==> src/hw/vic_pkg.sv <==
// Shared constants and types for the vectored interrupt controller
package vic_pkg;

  // Source and flag counts
  localparam int NUM_SRC  = 16;         // Vectored sources, arbitration order 0..15
  localparam int NUM_FLAG = 17;         // Pending flags; timer two owns two of them

  // AXI4-Lite address width and register byte addresses
  localparam int              ADDR_W        = 8;
  localparam logic [ADDR_W-1:0] ADDR_ENABLE   = 8'hA8; // interrupt_enable_mask
  localparam logic [ADDR_W-1:0] ADDR_PRIO     = 8'hB8; // Primary priority bits
  localparam logic [ADDR_W-1:0] ADDR_EXT_EN1  = 8'hC0; // extended_enable_one
  localparam logic [ADDR_W-1:0] ADDR_EXT_EN2  = 8'hC4; // extended_enable_two
  localparam logic [ADDR_W-1:0] ADDR_EXT_PR1  = 8'hC8; // extended_priority_one
  localparam logic [ADDR_W-1:0] ADDR_EXT_PR2  = 8'hCC; // extended_priority_two
  localparam logic [ADDR_W-1:0] ADDR_PEND_SET = 8'hD0; // Read flags, write 1 to set
  localparam logic [ADDR_W-1:0] ADDR_PEND_CLR = 8'hD4; // Write 1 to clear flags
  localparam logic [ADDR_W-1:0] ADDR_EXT_CFG  = 8'hD8; // External input sense config
  localparam logic [ADDR_W-1:0] ADDR_STATUS   = 8'hDC; // Arbitration and service state

  // Reset values
  localparam logic [7:0] RST_ENABLE = 8'h00;
  localparam logic [6:0] RST_PRIO   = 7'h00;
  localparam logic [7:0] RST_EXT    = 8'h00;
  localparam logic       RST_EXT2   = 1'b0;
  localparam logic [3:0] RST_CFG    = 4'h0;
  localparam logic [7:0] PRIO_TOP_RD = 8'h80; // Unused top priority bit reads one

  // Primary enable register fields
  localparam int BIT_GLOBAL = 7; // global_irq_enable
  localparam int BIT_SPI    = 6; // serial_periph_irq_mask
  localparam int BIT_T2     = 5; // timer_two_irq_mask
  localparam int BIT_UART   = 4; // uart_irq_mask
  localparam int BIT_T1     = 3; // timer_one_irq_mask
  localparam int BIT_X1     = 2; // ext_input_one_irq_mask
  localparam int BIT_T0     = 1; // timer_zero_irq_mask
  localparam int BIT_X0     = 0; // ext_input_zero_irq_mask

  // Source indices and flag slots
  localparam int SRC_EXT0     = 0;
  localparam int SRC_EXT1     = 2;
  localparam int SRC_T2       = 5;
  localparam int FLAG_T2_LOW  = 5;  // timer_two_low_overflow_flag
  localparam int FLAG_T2_HIGH = 16; // timer_two_high_overflow_flag

  // External input configuration fields
  localparam int CFG_EDGE0 = 0;
  localparam int CFG_POL0  = 1;
  localparam int CFG_EDGE1 = 2;
  localparam int CFG_POL1  = 3;

  // Vector map
  localparam logic [15:0] VEC_RESET = 16'h0000;
  localparam logic [15:0] VEC_BASE  = 16'h0003;
  localparam int          VEC_SHIFT = 3;       // 8 bytes between vectors

  // Timing counts in system clocks
  localparam int         DETECT_CYCLES = 1;
  localparam logic [1:0] CALL_LAST     = 2'(4 - 1); // Long call lasts 4 clocks

  // AXI responses
  localparam logic [1:0] RESP_OKAY   = 2'b00;
  localparam logic [1:0] RESP_SLVERR = 2'b10;

  // Sequencer to controller
  typedef struct packed {
    logic instr_done; // Instruction completes this cycle
    logic reti_done;  // Return from service completes this cycle
    logic stall;      // Core stalled (flash or buffer access)
  } vic_cpu_in_t;

  // Controller to sequencer
  typedef struct packed {
    logic        call;   // Long call to vector in progress
    logic        enter;  // First cycle of the service routine
    logic [15:0] vector; // Target address
  } vic_call_t;

  typedef enum logic [0:0] {ST_IDLE, ST_CALL} vic_state_t;

endpackage

==> src/hw/vic_flag_cell.sv <==
// One pending flag with hardware set, software set and clear
`timescale 1ns/1ps
module vic_flag_cell #(
  parameter logic RESET_VAL = 1'b0
) (
  input  wire logic clk,
  input  wire logic rst,
  input  wire logic set_hw,  // Source condition seen
  input  wire logic set_sw,  // Software writes a one
  input  wire logic clr,     // Software or automatic clear
  output logic      flag_q   // Pending state
);

  // Set beats clear so an event in the clearing cycle survives
  always_ff @(posedge clk) begin
    if (rst) begin
      flag_q <= RESET_VAL;
    end else if (set_hw || set_sw) begin
      flag_q <= 1'b1;
    end else if (clr) begin
      flag_q <= 1'b0;
    end
  end

endmodule

==> src/hw/vic_top.sv <==
// Vectored interrupt controller: flags, masks, arbitration and call sequencing
//
// Function
// - Sample and decode requests every clock
// - Best case: detect one, call four clocks
// - After return, one instruction before next call
// - Worst case eighteen clocks without competing service
// - Equal or higher service blocks new request
// - Core stalls stretch latency by stall time
// - Fixed vectors from 0x0003, eight apart
// - Equal level: lower order number wins
// - Global enable bit seven overrides all masks
// - Each source needs its own enable bit
// - Primary enable bits map the first seven sources
// - Timer two enable gates both overflow flags
// - Primary enable at 0xA8, resets zero
// - Extended registers mask and rank remaining sources
// - Edge external flags clear on vectoring
// - High preempts low; high never preempted
// - Flag still set after return re-enters
// - Flags set regardless of enables; software sets
//
// Implementation choice: register access over AXI4-Lite.
`timescale 1ns/1ps
module vic_top
  import vic_pkg::*;
(
  input  wire logic                 SYS_CLK,
  input  wire logic                 RST,
  input  wire logic [ADDR_W-1:0]    S_AXI_AWADDR,
  input  wire logic                 S_AXI_AWVALID,
  output logic                      S_AXI_AWREADY,
  input  wire logic [31:0]          S_AXI_WDATA,
  input  wire logic [3:0]           S_AXI_WSTRB,
  input  wire logic                 S_AXI_WVALID,
  output logic                      S_AXI_WREADY,
  output logic [1:0]                S_AXI_BRESP,
  output logic                      S_AXI_BVALID,
  input  wire logic                 S_AXI_BREADY,
  input  wire logic [ADDR_W-1:0]    S_AXI_ARADDR,
  input  wire logic                 S_AXI_ARVALID,
  output logic                      S_AXI_ARREADY,
  output logic [31:0]               S_AXI_RDATA,
  output logic [1:0]                S_AXI_RRESP,
  output logic                      S_AXI_RVALID,
  input  wire logic                 S_AXI_RREADY,
  input  wire logic [NUM_FLAG-1:0]  SRC_EVENT,
  input  wire logic                 EXT_PIN0,
  input  wire logic                 EXT_PIN1,
  input  wire vic_pkg::vic_cpu_in_t CPU_SEQ,
  output vic_pkg::vic_call_t        IRQ_CALL,
  output logic [NUM_FLAG-1:0]       PEND_FLAGS
);
  import vic_pkg::*;

  // Pin synchroniser stages and edge history
  logic [1:0]          pin_meta_q;   // First stage, read only by second
  logic [1:0]          pin_sync_q;   // Safe pin level
  logic [1:0]          pin_prev_q;   // Previous safe level for edges
  // Software registers
  logic [7:0]          ie_q;         // interrupt_enable_mask
  logic [6:0]          prio_q;       // Primary priority bits
  logic [7:0]          ee1_q;        // extended_enable_one
  logic                ee2_q;        // extended_enable_two
  logic [7:0]          ep1_q;        // extended_priority_one
  logic                ep2_q;        // extended_priority_two
  logic [3:0]          cfg_q;        // External input sense config
  // Bus slave state
  logic                awready_q, wready_q, aw_held_q, w_held_q;
  logic [ADDR_W-1:0]   awaddr_q;
  logic [31:0]         wdata_q;
  logic [3:0]          wstrb_q;
  logic                bvalid_q, arready_q, rvalid_q;
  logic [1:0]          bresp_q, rresp_q;
  logic [31:0]         rdata_q;
  // Flags and arbitration
  logic [NUM_FLAG-1:0] flag_q, hw_set, sw_set, sw_clr, flag_clr;
  logic [NUM_SRC-1:0]  req, en_vec, pr_vec, active;
  logic [1:0]          ext_act, ext_act_prev, ext_set;
  logic                hi_any, lo_any, win_any, win_hi;
  logic [3:0]          hi_id, lo_id, win_id;
  logic                win_vld_q, win_hi_q;
  logic [3:0]          win_id_q;
  // Service sequencing
  vic_state_t          state_q;
  logic [1:0]          cnt_q;
  logic                call_q, enter_q, cur_hi_q, in_hi_q, in_lo_q, hold_q;
  logic [15:0]         vector_q;
  logic [3:0]          cur_id_q;
  logic                allow, take_w, wr_fire;
  logic [31:0]         rd_data;
  logic [1:0]          rd_resp;
  logic [23:0]         lane_mask;

  // Two stages before logic; reset to the idle level of the active-low default, so no false request
  always_ff @(posedge SYS_CLK) begin
    if (RST) begin
      pin_meta_q <= 2'b11;
      pin_sync_q <= 2'b11;
      pin_prev_q <= 2'b11;
    end else begin
      pin_meta_q <= {EXT_PIN1, EXT_PIN0};
      pin_sync_q <= pin_meta_q;
      pin_prev_q <= pin_sync_q;
    end
  end

  // External sense: polarity then edge or level
  always_comb begin
    ext_act[0]      = pin_sync_q[0] == cfg_q[CFG_POL0];
    ext_act[1]      = pin_sync_q[1] == cfg_q[CFG_POL1];
    ext_act_prev[0] = pin_prev_q[0] == cfg_q[CFG_POL0];
    ext_act_prev[1] = pin_prev_q[1] == cfg_q[CFG_POL1];
    ext_set[0] = cfg_q[CFG_EDGE0] ? (ext_act[0] && !ext_act_prev[0]) : ext_act[0];
    ext_set[1] = cfg_q[CFG_EDGE1] ? (ext_act[1] && !ext_act_prev[1]) : ext_act[1];
  end

  // Write strobes per byte lane for the flag registers
  assign lane_mask = {{8{wstrb_q[2]}}, {8{wstrb_q[1]}}, {8{wstrb_q[0]}}};
  assign wr_fire   = aw_held_q && w_held_q && !bvalid_q;

  // Set and clear terms for every flag
  always_comb begin
    hw_set           = SRC_EVENT;
    hw_set[SRC_EXT0] = SRC_EVENT[SRC_EXT0] | ext_set[0];
    hw_set[SRC_EXT1] = SRC_EVENT[SRC_EXT1] | ext_set[1];
    sw_set = '0;
    sw_clr = '0;
    if (wr_fire && awaddr_q == ADDR_PEND_SET) begin
      sw_set = wdata_q[NUM_FLAG-1:0] & lane_mask[NUM_FLAG-1:0];
    end
    if (wr_fire && awaddr_q == ADDR_PEND_CLR) begin
      sw_clr = wdata_q[NUM_FLAG-1:0] & lane_mask[NUM_FLAG-1:0];
    end
    flag_clr = sw_clr;
    // Level inputs drop their flag once the pin goes inactive
    if (!cfg_q[CFG_EDGE0] && !ext_act[0]) begin
      flag_clr[SRC_EXT0] = 1'b1;
    end
    if (!cfg_q[CFG_EDGE1] && !ext_act[1]) begin
      flag_clr[SRC_EXT1] = 1'b1;
    end
    // Edge flags clear as the core vectors to them
    if (take_w && win_id == 4'(SRC_EXT0) && cfg_q[CFG_EDGE0]) begin
      flag_clr[SRC_EXT0] = 1'b1;
    end
    if (take_w && win_id == 4'(SRC_EXT1) && cfg_q[CFG_EDGE1]) begin
      flag_clr[SRC_EXT1] = 1'b1;
    end
  end

  // One flag cell per pending flag
  for (genvar g = 0; g < NUM_FLAG; g++) begin : g_flag
    vic_flag_cell #(.RESET_VAL(1'b0)) u_cell (
      .clk    (SYS_CLK),
      .rst    (RST),
      .set_hw (hw_set[g]),
      .set_sw (sw_set[g]),
      .clr    (flag_clr[g]),
      .flag_q (flag_q[g])
    );
  end
  assign PEND_FLAGS = flag_q;

  // Requests, masks and priorities per source
  always_comb begin
    req         = flag_q[NUM_SRC-1:0];
    req[SRC_T2] = flag_q[FLAG_T2_LOW] | flag_q[FLAG_T2_HIGH];
    en_vec      = {ee2_q, ee1_q, ie_q[BIT_SPI:BIT_X0]};
    pr_vec      = {ep2_q, ep1_q, prio_q};
    active      = req & en_vec & {NUM_SRC{ie_q[BIT_GLOBAL]}};
  end

  // Fixed-order decode, run every clock
  always_comb begin
    hi_any = 1'b0;
    lo_any = 1'b0;
    hi_id  = 4'h0;
    lo_id  = 4'h0;
    for (int i = NUM_SRC - 1; i >= 0; i--) begin
      if (active[i] && pr_vec[i]) begin
        hi_any = 1'b1;
        hi_id  = 4'(i);
      end
      if (active[i]) begin
        lo_any = 1'b1;
        lo_id  = 4'(i);
      end
    end
    win_any = hi_any || lo_any;
    win_hi  = hi_any;
    win_id  = hi_any ? hi_id : lo_id;
  end

  // Nested service: only high over low may interrupt a routine
  assign allow = (!in_lo_q && !in_hi_q) || (in_lo_q && !in_hi_q && win_hi);
  // Take at an instruction boundary, never while stalled or just after return
  assign take_w = win_any && allow && CPU_SEQ.instr_done && !CPU_SEQ.reti_done &&
                  !hold_q && !CPU_SEQ.stall && state_q == ST_IDLE;

  // Registered decode result for software visibility
  always_ff @(posedge SYS_CLK) begin
    if (RST) begin
      win_vld_q <= 1'b0;
      win_hi_q  <= 1'b0;
      win_id_q  <= 4'h0;
    end else begin
      win_vld_q <= win_any;
      win_hi_q  <= win_hi;
      win_id_q  <= win_id;
    end
  end

  // Long call sequencer: detection is the take cycle, then four call clocks
  always_ff @(posedge SYS_CLK) begin
    if (RST) begin
      state_q  <= ST_IDLE;
      cnt_q    <= 2'b00;
      call_q   <= 1'b0;
      enter_q  <= 1'b0;
      vector_q <= VEC_RESET;
      cur_id_q <= 4'h0;
      cur_hi_q <= 1'b0;
    end else begin
      enter_q <= 1'b0;
      case (state_q)
        ST_IDLE: begin
          if (take_w) begin
            state_q  <= ST_CALL;
            call_q   <= 1'b1;
            cnt_q    <= 2'b00;
            cur_id_q <= win_id;
            cur_hi_q <= win_hi;
            vector_q <= VEC_BASE + (16'(win_id) << VEC_SHIFT);
          end
        end
        ST_CALL: begin
          // A stall freezes the call, adding its length to latency
          if (!CPU_SEQ.stall) begin
            if (cnt_q == CALL_LAST) begin
              state_q <= ST_IDLE;
              call_q  <= 1'b0;
              enter_q <= 1'b1;
            end else begin
              cnt_q <= cnt_q + 2'b01;
            end
          end
        end
        default: begin
          state_q <= ST_IDLE;
          call_q  <= 1'b0;
        end
      endcase
    end
  end
  assign IRQ_CALL = '{call: call_q, enter: enter_q, vector: vector_q};

  // In-service levels and the one-instruction hold after a return
  always_ff @(posedge SYS_CLK) begin
    if (RST) begin
      in_hi_q <= 1'b0;
      in_lo_q <= 1'b0;
      hold_q  <= 1'b0;
    end else begin
      if (CPU_SEQ.reti_done) begin
        // Return always closes the highest open level
        if (in_hi_q) begin
          in_hi_q <= 1'b0;
        end else begin
          in_lo_q <= 1'b0;
        end
        hold_q <= 1'b1;
      end else if (CPU_SEQ.instr_done) begin
        hold_q <= 1'b0;
      end
      if (take_w && win_hi) begin
        in_hi_q <= 1'b1;
      end else if (take_w) begin
        in_lo_q <= 1'b1;
      end
    end
  end

  // Register writes, low byte lane
  always_ff @(posedge SYS_CLK) begin
    if (RST) begin
      ie_q   <= RST_ENABLE;
      prio_q <= RST_PRIO;
      ee1_q  <= RST_EXT;
      ee2_q  <= RST_EXT2;
      ep1_q  <= RST_EXT;
      ep2_q  <= RST_EXT2;
      cfg_q  <= RST_CFG;
    end else if (wr_fire && wstrb_q[0]) begin
      case (awaddr_q)
        ADDR_ENABLE:  ie_q   <= wdata_q[7:0];
        ADDR_PRIO:    prio_q <= wdata_q[6:0];
        ADDR_EXT_EN1: ee1_q  <= wdata_q[7:0];
        ADDR_EXT_EN2: ee2_q  <= wdata_q[0];
        ADDR_EXT_PR1: ep1_q  <= wdata_q[7:0];
        ADDR_EXT_PR2: ep2_q  <= wdata_q[0];
        ADDR_EXT_CFG: cfg_q  <= wdata_q[3:0];
        default: begin
        end
      endcase
    end
  end

  // Read mux; unmapped addresses answer with an error
  always_comb begin
    rd_data = 32'h0000_0000;
    rd_resp = RESP_OKAY;
    case (S_AXI_ARADDR)
      ADDR_ENABLE:   rd_data = {24'h0, ie_q};
      ADDR_PRIO:     rd_data = {24'h0, PRIO_TOP_RD | {1'b0, prio_q}};
      ADDR_EXT_EN1:  rd_data = {24'h0, ee1_q};
      ADDR_EXT_EN2:  rd_data = {31'h0, ee2_q};
      ADDR_EXT_PR1:  rd_data = {24'h0, ep1_q};
      ADDR_EXT_PR2:  rd_data = {31'h0, ep2_q};
      ADDR_PEND_SET: rd_data = {15'h0, flag_q};
      ADDR_PEND_CLR: rd_data = 32'h0000_0000;
      ADDR_EXT_CFG:  rd_data = {28'h0, cfg_q};
      ADDR_STATUS:   rd_data = {19'h0, win_hi_q, win_id_q, in_hi_q, in_lo_q, call_q, win_vld_q, cur_id_q};
      default:       rd_resp = RESP_SLVERR;
    endcase
  end

  // Write channels: address and data taken in either order, one write at a time
  always_ff @(posedge SYS_CLK) begin
    if (RST) begin
      awready_q <= 1'b1;
      wready_q  <= 1'b1;
      aw_held_q <= 1'b0;
      w_held_q  <= 1'b0;
      awaddr_q  <= '0;
      wdata_q   <= 32'h0000_0000;
      wstrb_q   <= 4'h0;
      bvalid_q  <= 1'b0;
      bresp_q   <= RESP_OKAY;
    end else begin
      if (S_AXI_AWVALID && awready_q) begin
        awaddr_q  <= S_AXI_AWADDR;
        aw_held_q <= 1'b1;
        awready_q <= 1'b0;
      end
      if (S_AXI_WVALID && wready_q) begin
        wdata_q  <= S_AXI_WDATA;
        wstrb_q  <= S_AXI_WSTRB;
        w_held_q <= 1'b1;
        wready_q <= 1'b0;
      end
      if (wr_fire) begin
        aw_held_q <= 1'b0;
        w_held_q  <= 1'b0;
        bvalid_q  <= 1'b1;
        bresp_q   <= (awaddr_q == ADDR_STATUS || awaddr_q[1:0] != 2'b00 ||
                      !(awaddr_q inside {ADDR_ENABLE, ADDR_PRIO, ADDR_EXT_EN1, ADDR_EXT_EN2,
                        ADDR_EXT_PR1, ADDR_EXT_PR2, ADDR_PEND_SET, ADDR_PEND_CLR, ADDR_EXT_CFG}))
                     ? RESP_SLVERR : RESP_OKAY;
      end
      // Ready returns only once the response is taken
      if (bvalid_q && S_AXI_BREADY) begin
        bvalid_q  <= 1'b0;
        awready_q <= 1'b1;
        wready_q  <= 1'b1;
      end
    end
  end

  // Read channel: data one clock after the address is taken
  always_ff @(posedge SYS_CLK) begin
    if (RST) begin
      arready_q <= 1'b1;
      rvalid_q  <= 1'b0;
      rdata_q   <= 32'h0000_0000;
      rresp_q   <= RESP_OKAY;
    end else if (S_AXI_ARVALID && arready_q) begin
      arready_q <= 1'b0;
      rvalid_q  <= 1'b1;
      rdata_q   <= rd_data;
      rresp_q   <= rd_resp;
    end else if (rvalid_q && S_AXI_RREADY) begin
      rvalid_q  <= 1'b0;
      arready_q <= 1'b1;
    end
  end

  assign S_AXI_AWREADY = awready_q;
  assign S_AXI_WREADY  = wready_q;
  assign S_AXI_BVALID  = bvalid_q;
  assign S_AXI_BRESP   = bresp_q;
  assign S_AXI_ARREADY = arready_q;
  assign S_AXI_RVALID  = rvalid_q;
  assign S_AXI_RDATA   = rdata_q;
  assign S_AXI_RRESP   = rresp_q;
endmodule

==> config.mk <==
export PLATFORM = sky130hd
export DESIGN_NAME = vic_top
export DESIGN_NICKNAME = d
export VERILOG_FILES = /design/src/hw/vic_pkg.sv /design/src/hw/vic_flag_cell.sv /design/src/hw/vic_top.sv
export SDC_FILE = /design/constraint.sdc
export NUM_CORES = 1
export LEC_CHECK = 0
export ABC_AREA = 1
export BUFFER_PORTS_ARGS = -buffer_cell sky130_fd_sc_hd__buf_4
export CAP_MARGIN = 25
export CORE_AREA = 2 2 119 121
export CTS_BUF_LIST = sky130_fd_sc_hd__clkbuf_16
export DETAILED_ROUTE_END_ITERATION = 16
export DIE_AREA = 0 0 121 123
export PLACE_DENSITY_LB_ADDON = 0.15
export SETUP_SLACK_MARGIN = 0.15
export SYNTH_ARGS = -nofsm -noshare
export SYNTH_HDL_FRONTEND = slang
export SYNTH_SLANG_ARGS = --single-unit
==> constraint.sdc <==
create_clock -name SYS_CLK -period 1.8 [get_ports SYS_CLK]
set_input_delay 0.27 -clock SYS_CLK [delete_from_list [all_inputs] [get_ports SYS_CLK]]
set_output_delay 0.27 -clock SYS_CLK [all_outputs]
set_load 0.05 [all_outputs]
==> run summary, run 1 <==
Clock sinks - 133
Die area - 14900 um2
EDFF count, synth - 0
Slew Viols, Final - 0
Synth cell types - 45
Overall Global Routing Usage - 28.0%
RSZ-0062 raised after global routing - yes
DRT iter0 DRCs - 444
Dominant synthesized flop cell - dfxtp_1
Setup ws final - -0.214 ns
Dpl ws - -0.341 ns
Share of the synthesized area in the top cell type - 40.9%
Area after DPL - 8040 um2
Seq cells post-synth - 133
Worst-Skew Late Latency - 0.42 ns
Final WL - 21400 um
Synth Area in Compound Gates - 21.0%
Count leader, synth - nand2_1
IO buf count - 113
Worst-path clk slew - 0.06 ns
Clock buffer depth - 2
Number of global-route vias before repair - 6321
Largest family of logic cells by synthesized area - simple AND/OR/NAND/NOR gates
Syn Std Cell Area - 6520 um2
Horiz. Die Dim - 121 um
Wire per inst - 16.8 um
Peak VDD IR - 652 uV
CP Class - reg2reg
Initial DRT Pass Iterations - 5
Leakage - 4.15 nW
Layout cells sized above 1 - 37.2%
Synthesized area per cell - 7.47 um2
GRT overflow - 0
Cells after Synth - 872
Setup_tns - -1.30 ns
Slew HR - 63.1%
CP startpoint kind - flip-flop
Core Region - 13600 um2
Multiplexer area fraction after synthesis - 0%
Gpl congestion - 0.983
Initial core utilization - 47.9%
Area delta synth->final - 43.7%
Status - complete, but fails checks
Post-synthesis sequential area ratio - 40.9%
Hold buffer count at CTS - 0
H-Tree Depth - 4
Largest net degree at the start of global routing - 40
Failing checks - negative setup slack
Inserted Diodes - 0
Total Nets Final - 1167
First-pass GRT wire length - 31900 um
CTS tree - done
Post-route design area - 9360 um2
Pwr dens - 771 nW/um2
Final Hold Violating Endpoints - 0
Synth top cells by count - 139 x nand2_1, 133 x dfxtp_1, 94 x nor2_1
DRC violations left - 0
Vias - 6823
Initial antenna violation count - 0
Area share of and/or/nand/nor cells after synthesis - 25.1%
Detailed placer's ending HPWL - 15300 um
Maximum clock rate - 497 MHz
Vias per inst - 5.35
Worst min path class - in2reg
Fin crit share - 112%
Largest cells by area after synthesis - dfxtp_1 41%, nand2_1 8.0%, a21oi_1 6.6%, buf_4 5.8%, nor2_1 5.4%
# IOs - 157
Actual slew at the worst max-slew pin - 0.549 ns
Setup Viol. Count Final - 13
Cts bufs inserted - 17
XOR/XNOR Fraction of Synth Area - 0%
Post-route ant nets - 0
Synthesis Warnings - 0
Min Tclk post-route - 2.01 ns
Row count - 43
FILL cells - 1170
Area leader, netlist - dfxtp_1
Max Clock Skew - 0.00942 ns
Worst Setup End Kind - flip-flop
Adder-cell share of the synthesized area - 0.192%
Async S/R FF share, synth - 0%
Number of max-cap violations - 0
Clk root buf - clkbuf_16
Data required, critical path - 2.11 ns
Crit Path Max Fanout - 6
WP data arrival - 2.32 ns
Chip height - 123 um
-- final timing paths --
check                     start                 endpoint  slack, ns  depth (start not counted)
hold / removal         EXT_PIN1            pin_meta_q[1]       0.03                          2
setup reg to reg        ie_q[7]  g_flag[0].u_cell.flag_q      -0.21                         16
hold reg to reg   pin_meta_q[1]            pin_sync_q[1]       0.44                          1
setup / recovery        ie_q[7]  g_flag[0].u_cell.flag_q      -0.21                         16
-- sequential cells by signal, summed over array words and instances (netlist names), 2 cells and up --
name	cells
S_AXI_RDATA	17
awaddr_q	8
cfg_q	4
cnt_q	2
cur_id_q	4
ee1_q	8
ep1_q	8
g_flag.u_cell.flag_q	17
ie_q	8
pin_meta_q	2
pin_prev_q	2
pin_sync_q	2
prio_q	7
wdata_q	17
win_id_q	4
wstrb_q	3
-- report_power, final --
| part | switching, W | internal, W |
|---|---|---|
| clock | 0.00127 | 0.00185 |
| combinational | 0.000660 | 0.000319 |
| sequential | 0.0000792 | 0.00305 |
| total | 0.00201 | 0.00522 |
-- critical path: stages, from the launching register on --
cell and delay [ns]:
dfxtp_4 0.38, buf_8 0.15, nand3_4 0.09, nor2_2 0.04
inv_2 0.06, nand2_2 0.06, nor2_4 0.14, nand2_4 0.06
nor2_4 0.16, buf_6 0.12, nor2_1 0.04, o21ai_2 0.08
nand2_2 0.11, nor3_2 0.19, nand3_1 0.08, nand2_1 0.06
a21oi_1 0.06
-- placed cells by master (no fill, tap or decap), types with 15 or more instances in the layout --
cell       synthesis  final
a211oi_1          28     21
a21oi_1           86     70
a21oi_2            1     16
buf_4             50    223
buf_6              3     17
clkbuf_16          0     21
conb_1             1     27
dfxtp_1          133    129
inv_1             76     69
nand2_1          139    122
nand2_2            5     19
nand3_1           48     40
nand4_1           21     21
nor2_1            94     83
o21ai_0           67     49
o21bai_1          16     15
-- repair_timing --
item,4_1_cts,5_1_grt
cloned,0,3
buffers inserted,7,22
resized for setup,32,123
setup endpoints to repair,37,54
pin swaps,8,39
-- cells by family after synthesis --
family | after synthesis
buffers and inverters | 165
DFF | 133
adders and majority gates | 1
AOI/OAI and AO/OA | 230
other | 1
and+or+nand+nor | 342
-- per-stage QoR --
stage | util (%) | hold slack (ns) | power [W] | cells
5_1_grt | 68.8 | 0.0204 | 0.00745 | 1276
4_1_cts | 64.1 | 0.0198 | 0.00718 | 1251
6_report | 68.8 | 0.0279 | 0.00722 | 1276
3_3_place_gp | 59.0 | 0.414 | 0.00409 | 1214
3_5_place_dp | 59.0 | 0.418 | 0.00411 | 1214
2_1_floorplan | - | 0.373 | 0.00382 | 898
-- layer usage --
metal,up-vias,routed length (um),global-route usage (%)
met4,0,783,14.0
met2,280,9840,43.8
met1,3161,9530,37.0
met3,65,1260,5.26
li1,3317,-,-
met5,-,0,0
-- layout make-up --
class / instances / area, um2 / area share [%]
Timing Repair Buffer: 253 / 2130 / 22.8
Multi-Input combinational cell: 600 / 3510 / 37.5
Tap cell: 180 / 225 / 2.41
Clock inverter: 13 / 96.3 / 1.03
Sequential cell: 133 / 2670 / 28.5
Inverter: 80 / 303 / 3.23
Clock buffer: 17 / 425 / 4.54
No activity file was read; power rests on OpenSTA's default activity.
==> run 2: changes to the inputs <==
--- a/config.mk
+++ b/config.mk
@@ -8,10 +8,12 @@
 export ABC_AREA = 1
 export BUFFER_PORTS_ARGS = -buffer_cell sky130_fd_sc_hd__buf_4
 export CAP_MARGIN = 25
-export CORE_AREA = 2 2 119 121
+export CELL_PAD_IN_SITES_DETAIL_PLACEMENT = 1
+export CELL_PAD_IN_SITES_GLOBAL_PLACEMENT = 1
+export CORE_AREA = 2 2 140 142
 export CTS_BUF_LIST = sky130_fd_sc_hd__clkbuf_16
 export DETAILED_ROUTE_END_ITERATION = 16
-export DIE_AREA = 0 0 121 123
+export DIE_AREA = 0 0 142 144
 export PLACE_DENSITY_LB_ADDON = 0.15
 export SETUP_SLACK_MARGIN = 0.15
 export SYNTH_ARGS = -nofsm -noshare
==> run 2 against run 1 <==
Against the previous run:
- the flow still finishes with violations (negative setup slack)
- critical path type unchanged
- setup slack got worse by 0.032 ns
- worst hold slack improved by 0.0065 ns
- utilization decreased by 19 points
- critical endpoint unchanged
- combinational power increased by 2%
- largest cell class unchanged
==> run summary, run 2 (synthesis results as in run 1) <==
Status - complete, but fails checks
Failing checks - negative setup slack
Critical Path, Cell by Cell - buf_6 > nand3_1 > nand2_1 > buf_4 > nor2_2 > o31ai_2 > nand3_1 > nand2_1 > inv_2 > nand3_1 > nor3_2 > nand3_2 > nand2_2 > a21oi_2
Gpl congestion - 0.949
GR peak layer - met2
Commonest cells after routing, fill and taps aside - 248 x buf_4, 126 x dfxtp_1, 126 x nand2_1, 82 x a21oi_1, 77 x nor2_1
CP Class - reg2reg
CTS tree - done
Fin crit share - 114%
Worst path max stage delay - 0.37 ns
Initial core utilization - 34.2%
Horiz. Die Dim - 142 um
Number of max-cap violations - 0
Worst min path class - in2reg
Worst Hold Endpoint - pin_meta_q[1]
Peak VDD IR - 685 uV
GRT overflow - 0
Cell mode on critical path - nand3_1
Number of global-route vias before repair - 6611
Max Clock Skew - 0.0127 ns
Setup_tns - -2.33 ns
Setup ws final - -0.245 ns
Wire per inst - 17.3 um
R2R Path End - g_flag[0].u_cell.flag_q
Layout cells sized above 1 - 36.8%
Met3 Resource Use GR - 3.84%
Pwr dens - 823 nW/um2
Met2 usage - 37.5%
Vias per inst - 4.98
Area of the multi-input gates - 3360 um2
Critical Path Slowest Stage Cell - dfxtp_4
Chip height - 144 um
Area delta synth->final - 46.8%
CP startpoint kind - flip-flop
Inserted Diodes - 0
FF-to-FF Start - ie_q[7]
Register area - 2680 um2
Initial DRT Pass Iterations - 7
DRC violations left - 0
HP Start - EXT_PIN1
Commonest non-fill, non-tap cell in the layout - buf_4
Clock sinks - 133
Final Hold Violating Endpoints - 0
Worst-path clk slew - 0.06 ns
Total Nets Final - 1190
Min Tclk post-route - 2.05 ns
# IOs - 157
Hold buffer count at CTS - 0
Die area - 20400 um2
DRT iter0 DRCs - 388
H-Tree Depth - 4
Leakage - 4.28 nW
Data required, critical path - 2.10 ns
Dpl ws - -0.437 ns
Clk root buf - clkbuf_16
IO buf count - 113
RSZ-0062 raised after global routing - yes
Cells on Worst Hold Path - 2
M1 GR Usage - 30.6%
FILL cells - 2362
First-pass GRT wire length - 35800 um
Power Total - 0.00787 W
WP data arrival - 2.34 ns
Detailed placer's ending HPWL - 16800 um
Post-route ant nets - 0
Overall Global Routing Usage - 22.8%
Cts bufs inserted - 17
Worst Setup End Kind - flip-flop
Final WL - 23500 um
Row count - 51
Maximum clock rate - 489 MHz
R2r setup slk - -0.25 ns
Worst reg2reg path depth - 14
Clock buffer depth - 2
Setup Viol. Count Final - 14
Core Region - 19100 um2
Vias - 6759
Largest net degree at the start of global routing - 87
Initial antenna violation count - 0
Crit Path Max Fanout - 11
Worst-Skew Late Latency - 0.43 ns
Slew Viols, Final - 0
## run 2: stage by stage
step	utilization [%]	std cells	area (um2)	hold WS [ns]
after floorplan	-	898	6620	0.373
final	50.1	1358	9560	0.0343
after CTS	48.3	1341	9220	0.0244
after global routing	50.1	1358	9560	0.0298
after detailed placement	43.5	1293	8310	0.402
after global placement	43.5	1293	8310	0.402
## run 2: where the power goes
part	internal, W	leakage, nW	total (W)	switching, W
combinational	0.000344	2.89	0.000995	0.000651
sequential	0.00305	1.09	0.00314	0.0000861
clock	0.00233	0.300	0.00374	0.00141
## run 2: repair_timing
action / in CTS / in global routing
pin swaps: 16 / 29
resized for setup: 51 / 62
buffers inserted: 16 / 16
gates cloned: 1 / 1
endpoints found under the setup margin: 48 / 57
## run 2: worst max-delay path by stage
stage | slack (ns) | startpoint | end | cells past startpoint
2_1_floorplan | 0.06 | ie_q[7] | g_flag[2].u_cell.flag_q | 17
3_3_place_gp | -0.33 | ie_q[7] | g_flag[0].u_cell.flag_q | 15
3_5_place_dp | -0.44 | ie_q[7] | g_flag[0].u_cell.flag_q | 11
4_1_cts | -0.19 | ie_q[7] | g_flag[0].u_cell.flag_q | 16
5_1_grt | -0.40 | ie_q[7] | g_flag[0].u_cell.flag_q | 14
6_report | -0.25 | ie_q[7] | g_flag[0].u_cell.flag_q | 14
## run 2: routing by layer
metal / share of wire, % / vias up / wire (um)
met5: 0 / - / 0
met1: 48 / 3209 / 11200
met3: 3.6 / 30 / 846
met2: 47 / 173 / 11000
li1: - / 3347 / -
met4: 1.9 / 0 / 443
## run 2: cell type report
cell class / instances / area share, %
inverters: 80 / 3.14
clock inverters: 14 / 2.11
well taps: 238 / 3.11
flip-flops and latches: 133 / 28.0
multi-input cells: 600 / 35.1
repair buffers: 276 / 24.1
clock buffers: 17 / 4.45
## run 2: worst max-delay path, delay by kind of cell, from the launching register on
kind | cells | cell delay (ns)
DFF | 1 | 0.37
and+or+nand+nor | 9 | 1.02
AOI/OAI and AO/OA | 2 | 0.12
buffers and inverters | 3 | 0.41
==> run 3: changes to the inputs <==
--- a/config.mk
+++ b/config.mk
@@ -10,12 +10,14 @@
 export CAP_MARGIN = 25
 export CELL_PAD_IN_SITES_DETAIL_PLACEMENT = 1
 export CELL_PAD_IN_SITES_GLOBAL_PLACEMENT = 1
-export CORE_AREA = 2 2 140 142
+export CORE_AREA = 2 2 114 171
 export CTS_BUF_LIST = sky130_fd_sc_hd__clkbuf_16
+export CTS_CLUSTER_SIZE = 25
 export DETAILED_ROUTE_END_ITERATION = 16
-export DIE_AREA = 0 0 142 144
+export DIE_AREA = 0 0 116 173
 export PLACE_DENSITY_LB_ADDON = 0.15
 export SETUP_SLACK_MARGIN = 0.15
 export SYNTH_ARGS = -nofsm -noshare
 export SYNTH_HDL_FRONTEND = slang
+export SYNTH_HIERARCHICAL = 1
 export SYNTH_SLANG_ARGS = --single-unit
==> run 3 against run 2 <==
Against the previous run:
- count of clock-buffer cells in the layout did not move
- sequential cell count did not move
- via count rose by 0.53%
- area after synthesis fell by 4.4%
- largest power group unchanged
- non-clock buffer count fell by 24
- the flow still finishes with violations (negative setup slack)
- largest cell class unchanged
- final area fell by 0.44%
- global-route usage rose by 0.37 points
==> run summary, run 3 <==
Status - complete, but fails checks
Failing checks - negative setup slack
Chip height - 173 um
First-pass GRT wire length - 36000 um
Vias - 6795
Max Clock Skew - 0.00807 ns
Area leader, netlist - dfxtp_1
CP Class - reg2reg
Data required, critical path - 2.11 ns
CP startpoint kind - flip-flop
Clk root buf - clkbuf_16
Commonest non-fill, non-tap cell in the layout - buf_4
Gpl congestion - 0.917
Combinational power share - 12.9%
Worst-Skew Late Latency - 0.43 ns
Worst Setup End Kind - flip-flop
Final WL - 23400 um
Hold buffer count at CTS - 0
Sequential power share - 40.2%
H-Tree Depth - 4
Horiz. Die Dim - 116 um
Total Nets Final - 1193
FILL cells - 2330
Final Hold Violating Endpoints - 0
Synthesis Warnings - 6
DRT iter0 DRCs - 255
# IOs - 157
Fin crit share - 118%
Commonest cells after routing, fill and taps aside - 236 x buf_4, 142 x nand2_1, 106 x dfxtp_1, 92 x inv_1, 84 x a21oi_1
Area delta synth->final - 52.9%
Setup Viol. Count Final - 17
Largest family of logic cells by synthesized area - simple AND/OR/NAND/NOR gates
Layout cells sized above 1 - 37.8%
Async S/R FF share, synth - 0%
Dpl ws - -0.402 ns
Clock sinks - 133
Inserted Diodes - 0
IO buf count - 113
XOR/XNOR Fraction of Synth Area - 0.562%
Synthesized area per cell - 7.11 um2
Number of max-cap violations - 0
Cts bufs inserted - 17
Pwr dens - 816 nW/um2
Core Util, Final - 51.6%
Switching power - 0.00210 W
Post-route ant nets - 0
R2r setup slk - -0.32 ns
Synth cell types - 38
Slew Viols, Final - 0
Crit Path Max Fanout - 6
Min Tclk post-route - 2.12 ns
Die area - 20100 um2
Actual slew at the worst max-slew pin - 0.506 ns
Initial antenna violation count - 0
Seq cells post-synth - 133
Wire per inst - 17.0 um
Number of global-route vias before repair - 6787
Clock buffer depth - 2
Cells after Synth - 876
Largest net degree at the start of global routing - 60
Worst min path class - in2reg
Post-synthesis sequential area ratio - 42.7%
Synth top cells by count - 157 x nand2_1, 133 x dfxtp_1, 106 x inv_1
GRT overflow - 0
Core Region - 18500 um2
Peak VDD IR - 508 uV
RSZ-0062 raised after global routing - yes
Vias per inst - 4.94
Switching fraction of total power - 27.0%
CP startpoint - ie_q[7]
Slew HR - 66.2%
HP Start - EXT_PIN1
Dominant synthesized flop cell - dfxtp_1
Detailed placer's ending HPWL - 17300 um
Row count - 61
Setup ws final - -0.324 ns
Count leader, synth - nand2_1
Synth Area in Compound Gates - 20.1%
WP data arrival - 2.43 ns
Largest cells by area after synthesis - dfxtp_1 43%, nand2_1 9.5%, a21oi_1 8.0%, inv_1 6.4%, o21ai_0 5.3%
Area share of and/or/nand/nor cells after synthesis - 24.1%
Clock Power Share - 46.9%
Syn Std Cell Area - 6230 um2
Overall Global Routing Usage - 23.1%
Leakage - 4.23 nW
FF-to-FF Start - ie_q[7]
Worst-path clk slew - 0.06 ns
Maximum clock rate - 471 MHz
Share of the synthesized area in the top cell type - 42.7%
Adder-cell share of the synthesized area - 0.201%
DRC violations left - 0
Int Pwr - 0.00567 W
Initial DRT Pass Iterations - 8
CTS tree - done
Multiplexer area fraction after synthesis - 0%
Initial core utilization - 33.7%
EDFF count, synth - 0
==> run 3: changes by cell type after synthesis, sizes merged, moves of 11 or more <==
cell,before,now
inv,79,107
o21bai,16,0
a211oi,28,17
nand3,52,31
nor2,100,88
nor3,11,45
nand2,146,158
buf,58,38
a21oi,87,100
==> run 3: cell families after synthesis <==
logic type | Yosys count
fa+ha+maj | 1
flops | 133
buf+inv | 171
xor+xnor | 4
compound gates | 217
other cells | 1
simple gates | 349
==> run 3: power by group through the flow <==
| stage | Clock, W | Combinational (W) | Sequential (W) |
|---|---|---|---|
| after floorplan | 0 | 0.000445 | 0.00331 |
| after global placement | 0 | 0.000918 | 0.00317 |
| after detailed placement | 0 | 0.000928 | 0.00318 |
| after CTS | 0.00370 | 0.000944 | 0.00312 |
| after global routing | 0.00382 | 0.00108 | 0.00313 |
| final | 0.00364 | 0.00100 | 0.00312 |
==> run 3: final timing paths <==
kind / end / depth (start not counted)
setup / recovery: g_flag[0].u_cell/flag_q / 15
hold / removal: pin_meta_q[1] / 2
setup reg to reg: g_flag[0].u_cell/flag_q / 15
hold reg to reg: pin_sync_q[0] / 1
==> run 3: layer usage <==
metal	track usage [%]	share of wire, %	vias to the layer above
li1	-	-	3351
met3	4.07	3.6	33
met5	0	0	-
met1	26.1	39	3240
met2	43.1	55	171
met4	7.34	2.5	0
==> run 3: area by class of cell <==
cell class                 count  area (um2)  share of cell area [%]
clock buffer                  17         425                    4.47
clock inverter                15         185                    1.94
inverter                     109         415                    4.36
multi-input combinational    598        3410                    35.8
sequential                   133        2720                    28.6
tap                          252         315                    3.31
timing repair buffer         252        2050                    21.6
==> run 3: repair_timing <==
action	4_1_cts	5_1_grt
setup buffers	6	7
pin swaps	14	28
endpoints found under the setup margin	34	71
cloned	0	2
gates resized for setup	44	91
==> run 3: through the flow <==
stage / instances / hold WS [ns] / total power, W / TNS, ns / instance area, um2
finish: 1376 / 0.0256 / 0.00777 / -3.22 / 9520
global route: 1376 / 0.0206 / 0.00804 / -5.47 / 9520
CTS: 1367 / 0.0104 / 0.00776 / -2.52 / 9080
detailed placement: 1329 / 0.397 / 0.00410 / -4.21 / 8280
global placement: 1329 / 0.393 / 0.00409 / -3.75 / 8280
floorplan: 902 / 0.329 / 0.00375 / -0.177 / 6450
==> run 3: critical path, stage by stage, from the launching register on <==
cell     delay (ns)
dfxtp_4        0.43
inv_4          0.08
nor3_4         0.21
nand2_1        0.10
nand2_2        0.09
nor2_2         0.04
nand2_2        0.09
nor2_4         0.06
a21oi_4        0.16
nand3_2        0.14
nor3_2         0.19
nand4_1        0.18
nand2_1        0.09
inv_1          0.04
nand2_1        0.06
a21oi_2        0.05
